## src/asc_pkg.sv

```systemverilog
package asc_pkg;

	// ----------------------------------------
	// link address decode
	// ----------------------------------------
	localparam logic [1:0] BASE_BLOCKING = 2'h2;
	localparam logic [1:0] BASE_NONBLOCKING = 2'h3;
	localparam logic [7:0] OFS_CONFIG = 8'h80;
	localparam logic [7:0] OFS_STATUS = 8'h81;
	localparam logic [7:0] OFS_SELECT_HI = 8'h82;
	localparam logic [7:0] OFS_SELECT_LO = 8'h83;
	localparam logic [7:0] OFS_DONE_HI = 8'h84;
	localparam logic [7:0] OFS_DONE_LO = 8'h85;
	localparam logic [7:0] OFS_RESULT_FIRST = 8'h86;
	localparam logic [7:0] OFS_RESULT_LAST = 8'ha5;

	// ----------------------------------------
	// configuration fields and reset values
	// ----------------------------------------
	localparam int CFG_IRQ_EN = 7;
	localparam int CFG_CONTINUOUS = 6;
	localparam int CFG_OFFSET_COMP = 5;
	localparam int CFG_SOFT_RESET = 4;
	localparam logic [7:0] CONFIG_RESET = 8'h00;
	localparam logic [7:0] CONFIG_WRITABLE = 8'hf7;
	localparam logic [3:0] COUNTER_RESET = 4'hf;
	localparam logic [15:0] SELECT_RESET = 16'h0000;
	localparam logic [15:0] DONE_RESET = 16'h0000;
	localparam logic [15:0] DONE_MASK = 16'hdfff;

	// ----------------------------------------
	// sequencing and timing in converter clocks
	// ----------------------------------------
	localparam logic [3:0] CH_FIRST = 4'hf;
	localparam logic [3:0] CH_LAST = 4'he;
	localparam logic [4:0] SAMPLE_TICKS = 5'h09;
	localparam logic [4:0] CONVERT_TICKS = 5'h12;
	localparam logic [4:0] GAP_TICKS = 5'h04;
	localparam logic [9:0] CAL_REF_LSB = 10'h008;
	localparam logic [9:0] RESULT_MAX = 10'h3ff;

	typedef enum logic [1:0] {ST_IDLE, ST_SCAN, ST_CONV, ST_GAP} asc_state_type;

	function automatic logic [3:0] divisor(input logic [2:0] code);
		case (code)
			3'h0: divisor = 4'ha;
			3'h1: divisor = 4'h8;
			3'h2: divisor = 4'h6;
			3'h3: divisor = 4'h4;
			3'h4: divisor = 4'h2;
			default: divisor = 4'h1;
		endcase
	endfunction

	// ----------------------------------------
	// controller apb map
	// ----------------------------------------
	localparam logic [7:0] APB_CMD = 8'h00;
	localparam logic [7:0] APB_STATUS = 8'h04;
	localparam int CMD_WRITE_BIT = 27;
	localparam int CMD_WORD_BIT = 26;
	localparam int CMD_ADDR_LSB = 16;
	localparam int STATUS_BUSY_BIT = 16;

endpackage

```

## src/asc_link_if.sv

```systemverilog
`timescale 1ns/1ps
interface asc_link_if;
	logic req;
	logic wr;
	logic word;
	logic [9:0] addr;
	logic [15:0] wdata;
	logic [15:0] rdata;
	logic ack;

	modport dev (
		input req,
		input wr,
		input word,
		input addr,
		input wdata,
		output rdata,
		output ack
	);

	modport host (
		output req,
		output wr,
		output word,
		output addr,
		output wdata,
		input rdata,
		input ack
	);
endinterface

```

## src/asc_device.sv

```systemverilog
// Notes on behaviour
// - interrupt only when config bit 7 set
// - config bit 6 repeats sequences continuously
// - offset compensation needs channel 15 selected
// - config bit 4 holds converter in reset
// - prescaler code divides bus clock
// - software sets soft reset during clock changes
// - status bit 7 done, cleared by read
// - status bit 6 current limit, 5:4 zero
// - status 3:0 active channel, resets ones
// - visit order 15, 0, 1 .. 14
// - select bit includes its channel
// - select write aborts sequence, high byte write restarts it
// - writing zero select stops conversion
// - select write clears all done flags
// - only high byte write starts conversion
// - single channel is one-bit selection
// - done flags read-only, bit 13 zero
// - registers decoded at 0x200 and 0x300
// - word or high byte result read clears its done flag
// - byte read of done flags is live
`timescale 1ns/1ps
module asc_device (
	// clock and reset
	input wire logic CLOCK_IN,
	input wire logic RESET_IN,
	// die link
	asc_link_if.dev LINK,
	// converter front end
	input wire logic [9:0] ANALOG_RESULT_IN,
	input wire logic CURRENT_LIMIT_IN,
	// converter control
	output logic [3:0] MUX_CHANNEL_OUT,
	output logic CONVERTING_OUT,
	output logic OFFSET_COMP_OUT,
	output logic IRQ_OUT
);
	// ----------------------------------------
	// state
	// ----------------------------------------
	logic [7:0] cfg_q, cfg_d;
	logic [15:0] sel_q, sel_d;
	logic [15:0] done_q, done_d;
	logic scf_q, scf_d;
	logic clim_q, clim_d;
	logic [3:0] cnt_q, cnt_d;
	asc_pkg::asc_state_type st_q, st_d;
	logic [4:0] tmr_q, tmr_d;
	logic [9:0] res_q [0:15];
	logic [9:0] res_d [0:15];
	logic [9:0] ofs_q, ofs_d;
	logic ofs_valid_q, ofs_valid_d;
	logic [7:0] latch_q, latch_d;
	logic ack_q, ack_d;
	logic [15:0] rdata_q, rdata_d;
	logic irq_q, irq_d;
	logic conv_q, conv_d;

	logic tick;
	logic take, hit, rd, wr, fin;
	logic [7:0] off;
	logic res_hit;
	logic [3:0] res_ch;
	logic [7:0] diff;
	logic sel_wr_hi, sel_wr_lo;
	logic [15:0] new_sel;
	logic [11:0] comp;
	logic [9:0] sample;

	// ----------------------------------------
	// converter clock
	// ----------------------------------------
	asc_clk_div u_div (
		.clock_in(CLOCK_IN),
		.reset_in(RESET_IN || cfg_q[asc_pkg::CFG_SOFT_RESET]),
		.code_in(cfg_q[2:0]),
		.tick_out(tick)
	);

	// ----------------------------------------
	// register read view
	// ----------------------------------------
	function automatic logic [7:0] byte_of(input logic [7:0] a);
		logic [7:0] d;
		logic [3:0] ch;
		d = a - asc_pkg::OFS_RESULT_FIRST;
		ch = d[4:1];
		case (a)
			asc_pkg::OFS_CONFIG: byte_of = cfg_q;
			asc_pkg::OFS_STATUS: byte_of = {scf_q, clim_q, 2'b00, cnt_q};
			asc_pkg::OFS_SELECT_HI: byte_of = sel_q[15:8];
			asc_pkg::OFS_SELECT_LO: byte_of = sel_q[7:0];
			asc_pkg::OFS_DONE_HI: byte_of = done_q[15:8] & asc_pkg::DONE_MASK[15:8];
			asc_pkg::OFS_DONE_LO: byte_of = done_q[7:0];
			default: begin
				if (a >= asc_pkg::OFS_RESULT_FIRST && a <= asc_pkg::OFS_RESULT_LAST) begin
					byte_of = a[0] ? {res_q[ch][1:0], 6'h00} : res_q[ch][9:2];
				end else begin
					byte_of = 8'h00;
				end
			end
		endcase
	endfunction

	// ----------------------------------------
	// next state
	// ----------------------------------------
	always_comb begin
		cfg_d = cfg_q;
		sel_d = sel_q;
		done_d = done_q;
		scf_d = scf_q;
		clim_d = CURRENT_LIMIT_IN;
		cnt_d = cnt_q;
		st_d = st_q;
		tmr_d = tmr_q;
		res_d = res_q;
		ofs_d = ofs_q;
		ofs_valid_d = ofs_valid_q;
		latch_d = latch_q;
		rdata_d = rdata_q;
		fin = 1'b0;

		take = LINK.req && !ack_q;
		off = LINK.addr[7:0];
		hit = take && (LINK.addr[9:8] == asc_pkg::BASE_BLOCKING
			|| LINK.addr[9:8] == asc_pkg::BASE_NONBLOCKING);
		rd = hit && !LINK.wr;
		wr = hit && LINK.wr;
		ack_d = take;
		diff = off - asc_pkg::OFS_RESULT_FIRST;
		res_ch = diff[4:1];
		res_hit = off >= asc_pkg::OFS_RESULT_FIRST && off <= asc_pkg::OFS_RESULT_LAST;

		// reads and their side effects
		if (take) begin
			rdata_d = 16'h0000;
		end
		if (rd) begin
			if (LINK.word) begin
				rdata_d = {byte_of(off), byte_of(off | 8'h01)};
			end else if (res_hit && !off[0]) begin
				rdata_d = {8'h00, asc_pkg::DONE_MASK[res_ch] ? latch_q : 8'h00};
			end else begin
				rdata_d = {8'h00, byte_of(off)};
			end
			if (off == asc_pkg::OFS_STATUS || (LINK.word && off == asc_pkg::OFS_CONFIG)) begin
				scf_d = 1'b0;
			end
			if (res_hit) begin
				if (LINK.word || !off[0]) begin
					done_d[res_ch] = 1'b0;
				end else begin
					latch_d = res_q[res_ch][9:2];
				end
			end
		end

		// writes
		if (wr && off == asc_pkg::OFS_CONFIG) begin
			cfg_d = (LINK.word ? LINK.wdata[15:8] : LINK.wdata[7:0]) & asc_pkg::CONFIG_WRITABLE;
		end
		sel_wr_hi = wr && off == asc_pkg::OFS_SELECT_HI;
		sel_wr_lo = wr && ((off == asc_pkg::OFS_SELECT_HI && LINK.word)
			|| (off == asc_pkg::OFS_SELECT_LO && !LINK.word));
		new_sel = sel_q;
		if (sel_wr_hi) begin
			new_sel[15:8] = LINK.word ? LINK.wdata[15:8] : LINK.wdata[7:0];
		end
		if (sel_wr_lo) begin
			new_sel[7:0] = LINK.wdata[7:0];
		end

		// offset-compensated sample
		comp = {2'b00, ANALOG_RESULT_IN} + {2'b00, asc_pkg::CAL_REF_LSB} - {2'b00, ofs_q};
		if (!cfg_q[asc_pkg::CFG_OFFSET_COMP] || !ofs_valid_q || cnt_q == asc_pkg::CH_FIRST) begin
			sample = ANALOG_RESULT_IN;
		end else if (comp[11]) begin
			sample = 10'h000;
		end else if (comp[10]) begin
			sample = asc_pkg::RESULT_MAX;
		end else begin
			sample = comp[9:0];
		end

		if (sel_wr_hi || sel_wr_lo) begin
			sel_d = new_sel;
			done_d = asc_pkg::DONE_RESET;
			ofs_valid_d = 1'b0;
			st_d = asc_pkg::ST_IDLE;
			if (sel_wr_hi && new_sel != asc_pkg::SELECT_RESET) begin
				st_d = asc_pkg::ST_SCAN;
				cnt_d = asc_pkg::CH_FIRST;
				tmr_d = 5'h00;
			end
		end else if (tick) begin
			case (st_q)
				asc_pkg::ST_IDLE: begin
				end
				asc_pkg::ST_SCAN: begin
					if (sel_q[cnt_q]) begin
						st_d = asc_pkg::ST_CONV;
						tmr_d = asc_pkg::SAMPLE_TICKS + asc_pkg::CONVERT_TICKS - 5'h01;
					end else if (cnt_q == asc_pkg::CH_LAST) begin
						fin = 1'b1;
					end else begin
						cnt_d = cnt_q + 4'h1;
					end
				end
				asc_pkg::ST_CONV: begin
					if (tmr_q == 5'h00) begin
						res_d[cnt_q] = asc_pkg::DONE_MASK[cnt_q] ? sample : 10'h000;
						done_d = done_d | (asc_pkg::DONE_MASK & (16'h0001 << cnt_q));
						if (cnt_q == asc_pkg::CH_FIRST) begin
							ofs_d = ANALOG_RESULT_IN;
							ofs_valid_d = 1'b1;
						end
						if (cnt_q == asc_pkg::CH_LAST) begin
							fin = 1'b1;
						end else begin
							st_d = asc_pkg::ST_GAP;
							tmr_d = asc_pkg::GAP_TICKS - 5'h01;
							cnt_d = cnt_q + 4'h1;
						end
					end else begin
						tmr_d = tmr_q - 5'h01;
					end
				end
				asc_pkg::ST_GAP: begin
					if (tmr_q == 5'h00) begin
						st_d = asc_pkg::ST_SCAN;
					end else begin
						tmr_d = tmr_q - 5'h01;
					end
				end
				default: st_d = asc_pkg::ST_IDLE;
			endcase
		end

		if (fin) begin
			scf_d = 1'b1;
			if (cfg_q[asc_pkg::CFG_CONTINUOUS]) begin
				st_d = asc_pkg::ST_SCAN;
				cnt_d = asc_pkg::CH_FIRST;
				tmr_d = 5'h00;
			end else begin
				st_d = asc_pkg::ST_IDLE;
			end
		end

		if (cfg_q[asc_pkg::CFG_SOFT_RESET]) begin
			sel_d = asc_pkg::SELECT_RESET;
			done_d = asc_pkg::DONE_RESET;
			scf_d = 1'b0;
			cnt_d = asc_pkg::COUNTER_RESET;
			st_d = asc_pkg::ST_IDLE;
			tmr_d = 5'h00;
			ofs_valid_d = 1'b0;
			latch_d = 8'h00;
			for (int i = 0; i < 16; i++) begin
				res_d[i] = 10'h000;
			end
		end

		irq_d = scf_d && cfg_d[asc_pkg::CFG_IRQ_EN];
		conv_d = st_d == asc_pkg::ST_CONV;
	end

	// ----------------------------------------
	// registers
	// ----------------------------------------
	always_ff @(posedge CLOCK_IN) begin
		if (RESET_IN) begin
			cfg_q <= asc_pkg::CONFIG_RESET;
			sel_q <= asc_pkg::SELECT_RESET;
			done_q <= asc_pkg::DONE_RESET;
			scf_q <= 1'b0;
			clim_q <= 1'b0;
			cnt_q <= asc_pkg::COUNTER_RESET;
			st_q <= asc_pkg::ST_IDLE;
			tmr_q <= 5'h00;
			for (int i = 0; i < 16; i++) begin
				res_q[i] <= 10'h000;
			end
			ofs_q <= 10'h000;
			ofs_valid_q <= 1'b0;
			latch_q <= 8'h00;
			ack_q <= 1'b0;
			rdata_q <= 16'h0000;
			irq_q <= 1'b0;
			conv_q <= 1'b0;
		end else begin
			cfg_q <= cfg_d;
			sel_q <= sel_d;
			done_q <= done_d;
			scf_q <= scf_d;
			clim_q <= clim_d;
			cnt_q <= cnt_d;
			st_q <= st_d;
			tmr_q <= tmr_d;
			res_q <= res_d;
			ofs_q <= ofs_d;
			ofs_valid_q <= ofs_valid_d;
			latch_q <= latch_d;
			ack_q <= ack_d;
			rdata_q <= rdata_d;
			irq_q <= irq_d;
			conv_q <= conv_d;
		end
	end

	assign LINK.ack = ack_q;
	assign LINK.rdata = rdata_q;
	assign MUX_CHANNEL_OUT = cnt_q;
	assign CONVERTING_OUT = conv_q;
	assign OFFSET_COMP_OUT = cfg_q[asc_pkg::CFG_OFFSET_COMP];
	assign IRQ_OUT = irq_q;
endmodule

```

## src/asc_clk_div.sv

```systemverilog
`timescale 1ns/1ps
module asc_clk_div (
	// clock and reset
	input wire logic clock_in,
	input wire logic reset_in,
	// divider select
	input wire logic [2:0] code_in,
	// one tick per converter clock
	output logic tick_out
);
	logic [3:0] cnt_q;
	logic [3:0] cnt_d;
	logic tick_q;
	logic tick_d;
	logic last;

	always_comb begin
		last = (cnt_q >= (asc_pkg::divisor(code_in) - 4'h1));
		cnt_d = last ? 4'h0 : cnt_q + 4'h1;
		tick_d = last;
	end

	always_ff @(posedge clock_in) begin
		if (reset_in) begin
			cnt_q <= 4'h0;
			tick_q <= 1'b0;
		end else begin
			cnt_q <= cnt_d;
			tick_q <= tick_d;
		end
	end

	assign tick_out = tick_q;
endmodule

```

## src/flat_wrapper.sv

```systemverilog
// flat-port wrapper written by rule: the top's interface ports become plain ports
module asc_device_flat 
  (CLOCK_IN, RESET_IN, ANALOG_RESULT_IN, CURRENT_LIMIT_IN, MUX_CHANNEL_OUT, CONVERTING_OUT, OFFSET_COMP_OUT, IRQ_OUT, LINK_req, LINK_wr, LINK_word, LINK_addr, LINK_wdata, LINK_rdata, LINK_ack);
  asc_link_if LINK_i ();
  input wire logic CLOCK_IN;
  input wire logic RESET_IN;
  input wire logic [9:0] ANALOG_RESULT_IN;
  input wire logic CURRENT_LIMIT_IN;
  output logic [3:0] MUX_CHANNEL_OUT;
  output logic CONVERTING_OUT;
  output logic OFFSET_COMP_OUT;
  output logic IRQ_OUT;
  input wire logic [$bits(LINK_i.req)-1:0] LINK_req;
  input wire logic [$bits(LINK_i.wr)-1:0] LINK_wr;
  input wire logic [$bits(LINK_i.word)-1:0] LINK_word;
  input wire logic [$bits(LINK_i.addr)-1:0] LINK_addr;
  input wire logic [$bits(LINK_i.wdata)-1:0] LINK_wdata;
  output wire logic [$bits(LINK_i.rdata)-1:0] LINK_rdata;
  output wire logic [$bits(LINK_i.ack)-1:0] LINK_ack;
  assign LINK_i.req = LINK_req;
  assign LINK_i.wr = LINK_wr;
  assign LINK_i.word = LINK_word;
  assign LINK_i.addr = LINK_addr;
  assign LINK_i.wdata = LINK_wdata;
  assign LINK_rdata = LINK_i.rdata;
  assign LINK_ack = LINK_i.ack;
  asc_device u_core (.CLOCK_IN(CLOCK_IN), .RESET_IN(RESET_IN), .LINK(LINK_i), .ANALOG_RESULT_IN(ANALOG_RESULT_IN), .CURRENT_LIMIT_IN(CURRENT_LIMIT_IN), .MUX_CHANNEL_OUT(MUX_CHANNEL_OUT), .CONVERTING_OUT(CONVERTING_OUT), .OFFSET_COMP_OUT(OFFSET_COMP_OUT), .IRQ_OUT(IRQ_OUT));
endmodule
```

## config.mk

```make
export PLATFORM = sky130hd
export DESIGN_NAME = asc_device_flat
export DESIGN_NICKNAME = d
export VERILOG_FILES = /design/src/asc_pkg.sv /design/src/asc_link_if.sv /design/src/asc_device.sv /design/src/asc_clk_div.sv /design/src/flat_wrapper.sv
export SDC_FILE = /design/constraint.sdc
export NUM_CORES = 1
export LEC_CHECK = 0
export BUFFER_PORTS_ARGS = -buffer_cell sky130_fd_sc_hd__buf_4
export CORE_ASPECT_RATIO = 0.8
export CORE_MARGIN = 4
export CORE_UTILIZATION = 25
export CTS_CLUSTER_DIAMETER = 60
export DETAILED_ROUTE_END_ITERATION = 10
export GPL_ROUTABILITY_DRIVEN = 0
export HOLD_SLACK_MARGIN = 0.02
export SYNTH_ARGS = -nofsm -noshare
export SYNTH_HDL_FRONTEND = slang
export SYNTH_SLANG_ARGS = --single-unit
```

## constraint.sdc

```tcl
create_clock -name CLOCK_IN -period 8.3 [get_ports CLOCK_IN]
set_input_delay 1.245 -clock CLOCK_IN [delete_from_list [all_inputs] [get_ports CLOCK_IN]]
set_output_delay 1.245 -clock CLOCK_IN [all_outputs]
set_load 0.01 [all_outputs]
```

# Word-level counts from Yosys, hierarchy flattened
# Memories as Yosys holds them, arrays and structs flattened. A register that Yosys moved wholly into a read port is not among the register bits.
# Cells that the tools add are included.
[word_totals] mem_count=2 mem_bits_ro=32 ff_bits=255 word_cells=209 input_bits=42
[memory_table] name="(name not given)" words=16 word_bits=1 rd=1 rd_ports_with_merged_regs=1 wr=0 line="asc_device.sv:212" text="res_d[cnt_q] = asc_pkg::DONE_MASK[cnt_q] ? sample : 10'h000;"
[memory_table] name="(name not given)" words=16 word_bits=1 rd=1 rd_ports_with_merged_regs=0 wr=0 line="asc_device.sv:143" text="rdata_d = {8'h00, asc_pkg::DONE_MASK[res_ch] ? latch_q : 8'h00};"
[classes] n_eq_ne=21 n_bitwise=8 shift=1 reduce_logical=42 add_sub_neg=8 n_mux=81 n_lt_le_gt_ge=12
[ops] operator="$bwmux 160" count=1
[ops] operator="$mux 16" count=9
[ops] operator="$bmux 10 s4" count=2
[ops] operator="$mux 8" count=9
[ops] operator="$mux 10" count=7
[ops] operator="$eq 8x8->1 const B" count=6
[ops] operator="$pmux 8 s6" count=1
[ops] operator="$mux 5" count=9
[ops] operator="$demux 10 s4" count=1
[ops] operator="$mux 4" count=9
[ops] operator="$pmux 8 s3" count=1
[ops] operator="$eq 7x7->1 const B" count=3
[ops] operator="$mux 2" count=10
[ops] operator="$pmux 4 s5" count=1
[ops] operator="$logic_and 1x1->1" count=17
[ops] operator="$and 16x16->16" count=1
[ops] operator="$ge 8x8->1 const B" count=2
[ops] operator="$le 8x8->1 const B" count=2
[ops] operator="$not 16->16" count=1
[ops] operator="$or 16x16->16" count=1
[ops] operator="$reduce_bool 16->1" count=1
[ops] operator="$shl 1x4->16 const A" count=1
[ops] operator="$ge 5x5->1 const B" count=3
[ops] operator="$mux 1" count=15
[ops] operator="34 further kinds" count=60

# Depth between registers and ports, before layout
# Gate-level depths: netlist of run 1.
[logic_depth] depth_word=14 ltp_mapped=15 mapped_depth_nobuf=11

# Hierarchy
# A second synthesis of run 1 with hierarchy kept.
[hier_totals] cells_unflattened=1322 area_unflattened_um2=12817.3
[modules_own_cells] module="asc_device" instances=1 cells_per_inst=1294 area_each_um2=12530.8
[modules_own_cells] module="asc_clk_div" instances=1 cells_per_inst=28 area_each_um2=286.5

# Least setup slack after synthesis of run 1
# OpenSTA, ideal clock, no wires.
[synth_timing] path_kind="input to register" startpoint="in LINK_addr[1]" endpoint="reg u_core.rdata_q[13], in the netlist u_core.LINK.rdata[13]" arrival_time_ns=4.398 slack_ns=3.775 stages=13 path_cell_list="buf_2 buf_2 buf_2 inv_1 ha_1 clkbuf_1 buf_2 buf_2 mux4_2 mux4_2 a21oi_1 a2bb2oi_1 nor2_1"
[synth_between] elab_chain_cells=10 elab_cells_between_ends=19 classes_between="add/sub (1); order compare (2); eq/ne (6); mux (8); bitwise (1); reduce/logical (1)"
[synth_lines] element="start: declaration" line="flat_wrapper.sv:16" text="input wire logic [$bits(LINK_i.addr)-1:0] LINK_addr;"
[synth_lines] element="$sub 5x3->5" line="asc_device.sv:86" text="d = a - asc_pkg::OFS_RESULT_FIRST;"
[synth_lines] element="$not 4->5 (implied by the code)" line="asc_device.sv:97" text="byte_of = a[0] ? {res_q[ch][1:0], 6'h00} : res_q[ch][9:2];"
[synth_lines] element="$bmux 10 s4" line="asc_device.sv:97"
[synth_lines] element="$mux 10 (2 in series)"
[synth_lines] element="$mux 8" line="asc_device.sv:97"
[synth_lines] element="$mux 8" line="asc_device.sv:96" text="if (a >= asc_pkg::OFS_RESULT_FIRST && a <= asc_pkg::OFS_RESULT_LAST) begin"
[synth_lines] element="$pmux 8 s6 (*)" line="asc_device.sv:88" text="case (a)"
[synth_lines] element="$mux 16 (*)" line="asc_device.sv:140" text="if (LINK.word) begin"
[synth_lines] element="$mux 16 (*)" line="asc_device.sv:139" text="if (rd) begin"
[synth_lines] element="end signal: assignment" line="asc_device.sv:306" text="rdata_q <= rdata_d;"
[synth_lines] element="end: declaration" line="asc_device.sv:55" text="logic [15:0] rdata_q, rdata_d;"
# Mark *: on every way between the ends. The rest lies on a longest branch, timed or not. The select of a mux whose other input is x is not followed.
# A chain may end at the register's enable or synchronous reset.

# Worst setup path after layout of run 1
[layout_timing] startpoint="in LINK_addr[1]" endpoint="reg u_core.rdata_q[7], in the netlist u_core.LINK.rdata[7]"
[layout_between] elab_chain_cells=11 elab_cells_between_ends=37 classes_between="add/sub (2); order compare (4); eq/ne (9); mux (16); bitwise (2); reduce/logical (3); memory (1)"
[layout_lines] element="$sub 5x3->5" line="asc_device.sv:86, asc_device.sv:131"
[layout_lines] element="$not 4->5 (implied by the code)" line="asc_device.sv:97"
[layout_lines] element="$bmux 10 s4" line="asc_device.sv:97"
[layout_lines] element="$mux 10 (implied by the code) (2 in series)" line="asc_device.sv:97"
[layout_lines] element="$mux 8" line="asc_device.sv:97"
[layout_lines] element="$mux 8" line="asc_device.sv:96"
[layout_lines] element="$pmux 8 s6" line="asc_device.sv:88"
[layout_lines] element="$mux 8" line="asc_device.sv:142" text="end else if (res_hit && !off[0]) begin"
[layout_lines] element="$mux 16 (*)" line="asc_device.sv:140"
[layout_lines] element="$mux 16 (*)" line="asc_device.sv:139"
# Marked as above.

==> results of run 1 <==
[flip-flops by register name (all words and copies together) (netlist names), 5 cells and up, named ones only]
signal             flops
u_core.tmr_q           5
u_core.res_q         160
u_core.LINK.rdata     16
u_core.done_q         15
u_core.sel_q          16
u_core.cfg_q           7
u_core.latch_q         8
u_core.ofs_q          10
[logic make-up (layout without fill, tap and decap cells)]
| group | Yosys count | after routing | share of synthesized area, % |
|---|---|---|---|
| and+or+nand+nor | 723 | 723 | 23.6 |
| DFF | 255 | 255 | 35.0 |
| buffers and inverters | 188 | 181 | 5.56 |
| xor gates and xnor gates | 19 | 19 | 1.14 |
| adders and majority gates | 36 | 36 | 3.14 |
| AOI/OAI and AO/OA | 501 | 501 | 21.2 |
| muxes | 86 | 86 | 10.4 |
[stage by stage]
step | area [sq um] | cells | setup WS, ps | hold slack, ps | util [%]
after floorplan | 14600 | 1808 | 3770 | 429 | -
after global placement | 15700 | 2507 | 2800 | 441 | 27.4
after detailed placement | 15700 | 2507 | 2770 | 442 | 27.4
after CTS | 16700 | 2561 | 3370 | 451 | 29.1
after global routing | 16700 | 2561 | 3110 | 459 | 29.1
final | 16700 | 2561 | 3300 | 455 | 29.1
[cells in the mapped netlist, types with 14 or more instances]
master | count | area, sq um
nor2_1 | 175 | 657
dfxtp_1 | 255 | 5100
and2_1 | 14 | 87.6
a31oi_1 | 43 | 269
o31ai_1 | 15 | 113
o211ai_1 | 16 | 120
ha_1 | 35 | 438
mux4_2 | 53 | 1190
nand2b_1 | 15 | 93.8
nor3_1 | 117 | 586
nand3_1 | 57 | 285
buf_2 | 25 | 125
nor4_1 | 59 | 369
a211oi_1 | 15 | 113
inv_1 | 31 | 116
clkbuf_1 | 109 | 409
a22oi_1 | 16 | 120
o21ai_0 | 175 | 876
mux2i_1 | 32 | 320
nand2_1 | 214 | 803
o32ai_1 | 26 | 228
a21oi_1 | 121 | 606
[final cells by class]
cell class,count,area (sq um),area share [%]
Multi-Input combinational cell,1365,8780,52.6
Sequential cell,255,5100,30.6
Tap cell,760,951,5.70
Clock buffer,42,857,5.13
Timing Repair Buffer,96,721,4.32
Clock inverter,12,161,0.967
Inverter,31,116,0.697
[critical path, stage by stage]
cell	delay [ps]
buf_4	620
inv_1	270
ha_2	910
buf_4	570
mux4_2	580
mux4_2	580
a21oi_1	260
o31ai_1	140
a22o_1	200
[worst paths after layout]
path	startpoint	end	slack [ps]	cells after the start
worst max-delay path	LINK_addr[1]	u_core.LINK.rdata[7]	3300	9
worst min-delay path	u_core.res_q[7]	u_core.res_q[7]	460	2
worst min register to register	u_core.res_q[7]	u_core.res_q[7]	460	2
worst max register to register	u_core.ofs_q[2]	u_core.res_q[146]	4400	10
[per-layer routing]
metal	wire length, um	GRT usage (%)
met1	21500	21.7
met2	22900	24.5
met3	5290	3.80
met4	1480	4.35
met5	0	0
[power breakdown]
part / total [W] / leakage [nW] / internal [W] / switching [W]
Combinational: 0.000255 / 3.19 / 0.0000746 / 0.000180
Sequential: 0.00123 / 2.05 / 0.00123 / 0.00000228
Clock: 0.00137 / 0.488 / 0.000816 / 0.000558
Total: 0.00286 / 5.74 / 0.00212 / 0.000740
==> impl_metrics.py, run 1 <==
metrics = {
    "sta": {
        "setup_viol": 0,
        "tightestPinTransition_ps": 1410,
        "hold_violations": 0,
        "clock.fmax_ghz": 0.200,
        "layout_min_cycle_time_ps": 5000,
        "max-slew-margin-rel_pct": 5.51,
        "finalSetupTns_ps": 0,
        "rsz0062_at_grt": "no",
        "final_max_slew_viol_count": 0,
        "fin_skew_ps": 18.2,
        "fin_crit_sh_pct": 60.2,
    },
    "global_routing": {
        "grt_max_degree": 91,
        "track_usage_pct": 15.7,
        "antenna_found_initial": 0,
        "grt_overflow": 0,
        "grt_pass1_wl_mm": 80.0,
        "grt_pass1_vias": 13600,
    },
    "cells_and_area": {
        "syn_to_final_growth_pct": 14.3,
        "post_route_cells_drive_above_1_share_pct": 12.9,
        "antenna_cells": 0,
        "finalNetCount": 1858,
        "fillers": 5965,
        "final_cell_mix": "dfxtp_1 (255), nand2_1 (214), o21ai_0 (175)",
        "final_common_cell": "dfxtp_1",
    },
    "synthesis": {
        "netlist-cell-type-count": 76,
        "syn_inst": 1808,
        "synth-main-ff-cell": "dfxtp_1",
        "synth_edf_count": 0,
        "yosys_register_bits": 255,
        "syn-num-nets": 1886,
        "async_flop_share_pct": 0,
        "synth-seq-area-share_pct": 35.0,
        "synth_area_per_cell_sq_um": 8.07,
        "yosys_warnings": 0,
        "syn_area_sq_um": 14600,
    },
    "clock_network": {
        "clock-sinks": 255,
        "h-tree-depth": 1,
        "cts_tree": "done",
        "clk_latency_ps": 580,
        "cts_setup_buffers": 0,
        "cts_root_buffer": "clkbuf_16",
        "cts_buffer_depth": 3,
        "holdBufCountCts": 0,
        "cts_made_buffers": 31,
        "cts_resized": 0,
        "path_clk_slew_ps": 60,
    },
    "die": {
        "core_area_sq_um": 57300,
        "die_area_sq_um": 62400,
        "die_width_um": 278,
        "io_pins": 66,
        "initial_core_util_pct": 25.5,
        "dieHeight_um": 224,
        "fp-row-count": 78,
    },
    "run_status": {
        "outcome": "complete, no violations",
    },
    "worst_setup_path": {
        "worst-endpoint-required_ps": 8760,
        "cp-end-kind": "flop",
        "critPathMaxFanout": 51,
        "start_kind": "input port",
        "arrival_ps": 5460,
        "worst-setup-path-type": "input port to flop",
    },
    "placed_design": {
        "dp_hpwl_mm": 33.4,
        "port_buffers": 64,
    },
    "power": {
        "finalPower_w": 0.00286,
        "leakagePower_nw": 5.74,
        "power_density_nw_per_um2": 171,
        "vdd_ir_drop_max_v": 0.000111,
    },
    "drt": {
        "wl_per_cell_um": 20.0,
        "antenna_left": 0,
        "vias": 14400,
        "dr.pass1.iters": 7,
        "drc_errors": 0,
        "vias_per_cell": 5.60,
        "drtIter0Drc": 1901,
        "totalWireLength_mm": 51.2,
    },
    "flow_run": {
        "cap_violations": 0,
    },
    "worst_hold_path": {
        "hold_path.class": "flop to flop",
    },
}
Power figures use the tool's default switching activity.
==> run 2: changes to the inputs <==
Clock period 8.3 ns to 4.9 ns, I/O delays scaled along.
==> run 2 against run 1 <==
  * Non-clock buffer count grew 23
  * Wire length grew 1.4%
  * Combinational power grew 75%
  * Clock skew shrank 3.0 ps
  * First-iteration DRC count shrank 8.5%
  * Count of clock-buffer cells in the layout shrank 9
  * Utilization grew 0.45 points
  * Register-to-register slack lost 2900 ps
  * Setup slack lost 1800 ps
  * Total power grew 73%
  * Critical endpoint is now u_core.res_q[42]
  * Highest routed layer unchanged
==> impl_metrics.py, run 2 (synthesis results as in run 1) <==
metrics = {
    "cells_and_area": {
        "largest_register_ffs": 160,
        "multi_input_area_sq_um": 8770,
        "final_cell_mix": "dfxtp_1 (255), nand2_1 (214), o21ai_0 (175)",
        "regArea_sq_um": 5100,
        "fillers": 5956,
        "final_common_cell": "dfxtp_1",
        "syn_to_final_growth_pct": 16.1,
        "regMostFlops": "u_core.res_q",
        "post_route_cells_drive_above_1_share_pct": 14.3,
        "antenna_cells": 0,
        "finalNetCount": 1880,
        "final_core_util_pct": 29.6,
    },
    "sta": {
        "rsz0062_at_grt": "no",
        "final_max_slew_viol_count": 0,
        "timing.hold.ws_ps": 372,
        "finalSetupTns_ps": 0,
        "fin_crit_sh_pct": 68.8,
        "clock.fmax_ghz": 0.296,
        "fin_skew_ps": 15.2,
        "layout_min_cycle_time_ps": 3370,
        "tightestPinTransition_ps": 1190,
        "max-slew-margin-rel_pct": 20.4,
        "setup_viol": 0,
        "hold_violations": 0,
    },
    "clock_network": {
        "cts_root_buffer": "clkbuf_16",
        "holdBufCountCts": 0,
        "path_clk_slew_ps": 60,
        "clock-sinks": 255,
        "cts_made_buffers": 30,
        "h-tree-depth": 1,
        "cts_setup_buffers": 0,
        "cts_resized": 0,
        "cts_tree": "done",
        "cts_buffer_depth": 3,
        "clk_latency_ps": 580,
    },
    "worst_setup_path": {
        "arrival_ps": 3870,
        "worst-endpoint-required_ps": 5400,
        "start_kind": "input port",
        "worst-setup-path-type": "input port to flop",
        "critPathMaxFanout": 50,
        "cp-end-kind": "flop",
    },
    "power": {
        "finalPower_w": 0.00496,
        "leakagePower_nw": 5.89,
        "vdd_ir_drop_max_v": 0.000243,
        "netSwitchingPower_w": 0.00130,
        "power.share.switching_pct": 26.2,
        "seq_power_share_pct": 42.0,
        "clkPwrFrac_pct": 49.0,
        "internal-power_w": 0.00365,
        "combPwrFrac_pct": 9.0,
        "power_density_nw_per_um2": 292,
    },
    "drt": {
        "vias_per_cell": 5.61,
        "totalWireLength_mm": 51.9,
        "vias": 14500,
        "drc_errors": 0,
        "wl_per_cell_um": 20.1,
        "antenna_left": 0,
        "drtIter0Drc": 1740,
        "dr.pass1.iters": 8,
    },
    "global_routing": {
        "track_usage_pct": 15.7,
        "grt_max_degree": 86,
        "grt_pass1_wl_mm": 79.0,
        "grt_overflow": 0,
        "grt_pass1_vias": 13400,
        "antenna_found_initial": 0,
    },
    "die": {
        "dieHeight_um": 224,
        "fp-row-count": 78,
        "die_width_um": 278,
        "io_pins": 66,
        "die_area_sq_um": 62400,
        "core_area_sq_um": 57300,
        "initial_core_util_pct": 25.5,
    },
    "placed_design": {
        "dp_hpwl_mm": 34.7,
        "port_buffers": 64,
    },
    "run_status": {
        "outcome": "complete, no violations",
    },
    "flow_run": {
        "cap_violations": 0,
    },
    "worst_hold_path": {
        "hold_path.class": "input port to flop",
    },
}
run 2: power groups by stage:
stage	combinational, W	sequential [W]	clock (W)
6_report	0.000447	0.00208	0.00243
5_1_grt	0.000477	0.00208	0.00254
4_1_cts	0.000439	0.00208	0.00246
3_5_place_dp	0.000438	0.00213	0
3_3_place_gp	0.000432	0.00213	0
2_1_floorplan	0.000276	0.00213	0
run 2: metrics by stage:
stage	instances	setup WS [ps]	area [sq um]
detailed placement	2530	973	15900
CTS	2586	1570	17000
global placement	2530	1030	15900
global route	2586	1280	17000
floorplan	1808	885	14600
finish	2586	1530	17000
run 2: critical path, cell delays in order:
cell and delay (ps):
buf_4 90, buf_4 620, nand4bb_1 160, buf_4 210
a2111oi_4 660, nor2_1 190, nand2_1 650, buf_4 280
nor4_1 50, nor3_1 200
run 2: area by class of cell:
type	count	share of cell area, %
multi-input combinational	1365	51.7
sequential	255	30.1
tap	760	5.61
timing repair buffer	119	5.56
clock buffer	33	4.68
clock inverter	23	1.60
inverter	31	0.686
run 2: metal layers:
metal / share of wire [%] / GRT usage, % / vias up
met5: 0 / 0 / -
met4: 3.4 / 5.28 / 0
met3: 10 / 4.18 / 119
met2: 45 / 24.4 / 759
met1: 42 / 21.1 / 6984
li1: - / - / 6649
run 2: worst paths after layout:
check                                       from                end  slack, ps  depth (start not counted)
worst max-delay path                LINK_addr[1]   u_core.res_q[42]       1530                         10
worst min-delay path            CURRENT_LIMIT_IN      u_core.clim_q        370                          2
worst max register to register   u_core.tmr_q[1]  u_core.res_q[111]       1550                         10
worst min register to register   u_core.res_q[1]    u_core.res_q[1]        460                          2
==> run 3: changes to the inputs <==
Clock period 4.9 ns to 3.3 ns, I/O delays scaled along.
==> run 3 against run 2 <==
  * Global-route usage up 0.42 points
  * Sequential power up 49%
  * Final area up 2.8%
  * Sequential share of layout area down 0.83 points
  * Clock power up 51%
  * First-iteration DRC count down 6.3%
  * Count of clock-buffer cells in the layout up 13
  * Total power up 51%
  * Utilization up 0.83 points
  * Critical path type is now flop to flop
  * Largest cell class unchanged
==> impl_metrics.py, run 3 (synthesis results as in run 1) <==
metrics = {
    "sta": {
        "finalSetupTns_ps": 0,
        "tightestPinTransition_ps": 1130,
        "clock.fmax_ghz": 0.327,
        "fin_crit_sh_pct": 92.6,
        "max-slew-margin-rel_pct": 24.4,
        "layout_min_cycle_time_ps": 3050,
        "fin_skew_ps": 28.3,
        "setup_viol": 0,
        "rsz0062_at_grt": "no",
        "final_max_slew_viol_count": 0,
        "hold_violations": 0,
    },
    "worst_setup_path": {
        "slowest_delay_ps": 850,
        "start_kind": "flop",
        "worst-endpoint-required_ps": 3760,
        "critPathMaxFanout": 11,
        "arrival_ps": 3520,
        "path_cells": "inv_1 > ha_1 > nor4b_1 > buf_4 > nand4_1 > nor3_1 > nand2_1 > a21oi_1 > o31ai_1 > o211ai_1",
        "crit_slowest_cell": "nor3_1",
        "worst-setup-path-type": "flop to flop",
        "cp-end-kind": "flop",
    },
    "cells_and_area": {
        "syn_to_final_growth_pct": 19.4,
        "post_route_cells_drive_above_1_share_pct": 16.2,
        "largest_register_ffs": 160,
        "antenna_cells": 0,
        "final_cell_count_no_fill": 2633,
        "regMostFlops": "u_core.res_q",
        "fillers": 5960,
        "finalNetCount": 1926,
        "final_cell_mix": "dfxtp_1 (255), nand2_1 (214), o21ai_0 (175)",
        "final_common_cell": "dfxtp_1",
    },
    "die": {
        "die_area_sq_um": 62400,
        "die_width_um": 278,
        "initial_core_util_pct": 25.5,
        "dieHeight_um": 224,
        "io_pins": 66,
        "core_area_sq_um": 57300,
        "fp-row-count": 78,
    },
    "clock_network": {
        "cts_made_buffers": 34,
        "path_clk_slew_ps": 60,
        "cts_tree": "done",
        "cts_root_buffer": "clkbuf_16",
        "clk_latency_ps": 550,
        "clock-sinks": 255,
        "h-tree-depth": 2,
        "cts_buffer_depth": 3,
    },
    "drt": {
        "drtIter0Drc": 1630,
        "dr.pass1.iters": 8,
        "wl_per_cell_um": 19.9,
        "vias": 14600,
        "antenna_left": 0,
        "vias_per_cell": 5.54,
        "totalWireLength_mm": 52.5,
        "drc_errors": 0,
    },
    "run_status": {
        "outcome": "complete, no violations",
    },
    "global_routing": {
        "track_usage_pct": 16.1,
        "grt_pass1_vias": 13700,
        "grt_max_degree": 96,
        "antenna_found_initial": 0,
        "grt_overflow": 0,
        "grt_pass1_wl_mm": 80.3,
    },
    "placed_design": {
        "dp_hpwl_mm": 35.7,
        "placed_cells": 2567,
        "port_buffers": 64,
    },
    "worst_hold_path": {
        "hold_path.class": "input port to flop",
    },
    "power": {
        "vdd_ir_drop_max_v": 0.000254,
        "netSwitchingPower_w": 0.00199,
        "power.share.switching_pct": 26.6,
        "leakagePower_nw": 6.17,
        "clkPwrFrac_pct": 49.1,
        "power_density_nw_per_um2": 429,
        "seq_power_share_pct": 41.3,
        "internal-power_w": 0.00549,
        "combPwrFrac_pct": 9.6,
    },
    "flow_run": {
        "cap_violations": 0,
    },
}
## run 3: cell count changes in the layout (fill, tap and decap cells not counted), sizes merged
cell / delta
clkbuf: +13
bufinv: -4
inv: +1
buf: +42
clkinvlp: -5
## run 3: timing repair
item | CTS | global route
hold buffers | 0 | 0
buffers inserted | 0 | 5
resized for setup | 0 | 3
endpoints found under the setup margin | 0 | 20
## run 3: worst paths after layout
| check | start | cells past startpoint | end | slack (ps) |
|---|---|---|---|---|
| worst min register to register | u_core.res_q[0] | 2 | u_core.res_q[0] | 450 |
| worst max-delay path | u_core.tmr_q[1] | 10 | u_core.res_q[96] | 250 |
| worst max register to register | u_core.tmr_q[1] | 10 | u_core.res_q[96] | 250 |
| worst min-delay path | CURRENT_LIMIT_IN | 2 | u_core.clim_q | 170 |
## run 3: critical path, delay by kind of cell (launching register included)
family,cells,cell delay [ps]
buffers and inverters,2,350
flip-flops,1,350
AO/OA/AOI/OAI,3,480
adder cells (fa/ha/maj),1,140
AND/OR/NAND/NOR,4,1650
## run 3: per-layer routing
metal | wire, um | share of wire, % | GRT usage, %
met4 | 1780 | 3.4 | 6.67
met5 | 78 | 0.15 | 0.905
met3 | 5080 | 9.7 | 4.07
met2 | 22700 | 43 | 24.1
met1 | 22900 | 44 | 22.0
## run 3: layout make-up
cell class	count	area (sq um)	area share, %
Clock buffer	46	967	5.55
Clock inverter	15	129	0.739
Timing Repair Buffer	161	1370	7.87
Inverter	31	116	0.668
Multi-Input combinational cell	1365	8790	50.4
Tap cell	760	951	5.46
Sequential cell	255	5100	29.3
## run 3: power by group through the flow
stage	combinational [W]	sequential, W	clock [W]
finish	0.000722	0.00309	0.00367
global route	0.000768	0.00309	0.00384
CTS	0.000711	0.00309	0.00371
detailed placement	0.000708	0.00316	0
global placement	0.000699	0.00316	0
floorplan	0.000420	0.00316	0
## run 3: stage by stage
step	area [sq um]	hold slack, ps	setup slack (ps)	util, %	total power [W]
2_1_floorplan	14600	429	29.9	-	0.00358
3_3_place_gp	16300	439	87.1	28.4	0.00386
3_5_place_dp	16300	444	58.8	28.4	0.00387
4_1_cts	17400	149	67.0	30.3	0.00751
5_1_grt	17400	176	21.4	30.4	0.00770
6_report	17400	167	246	30.4	0.00748
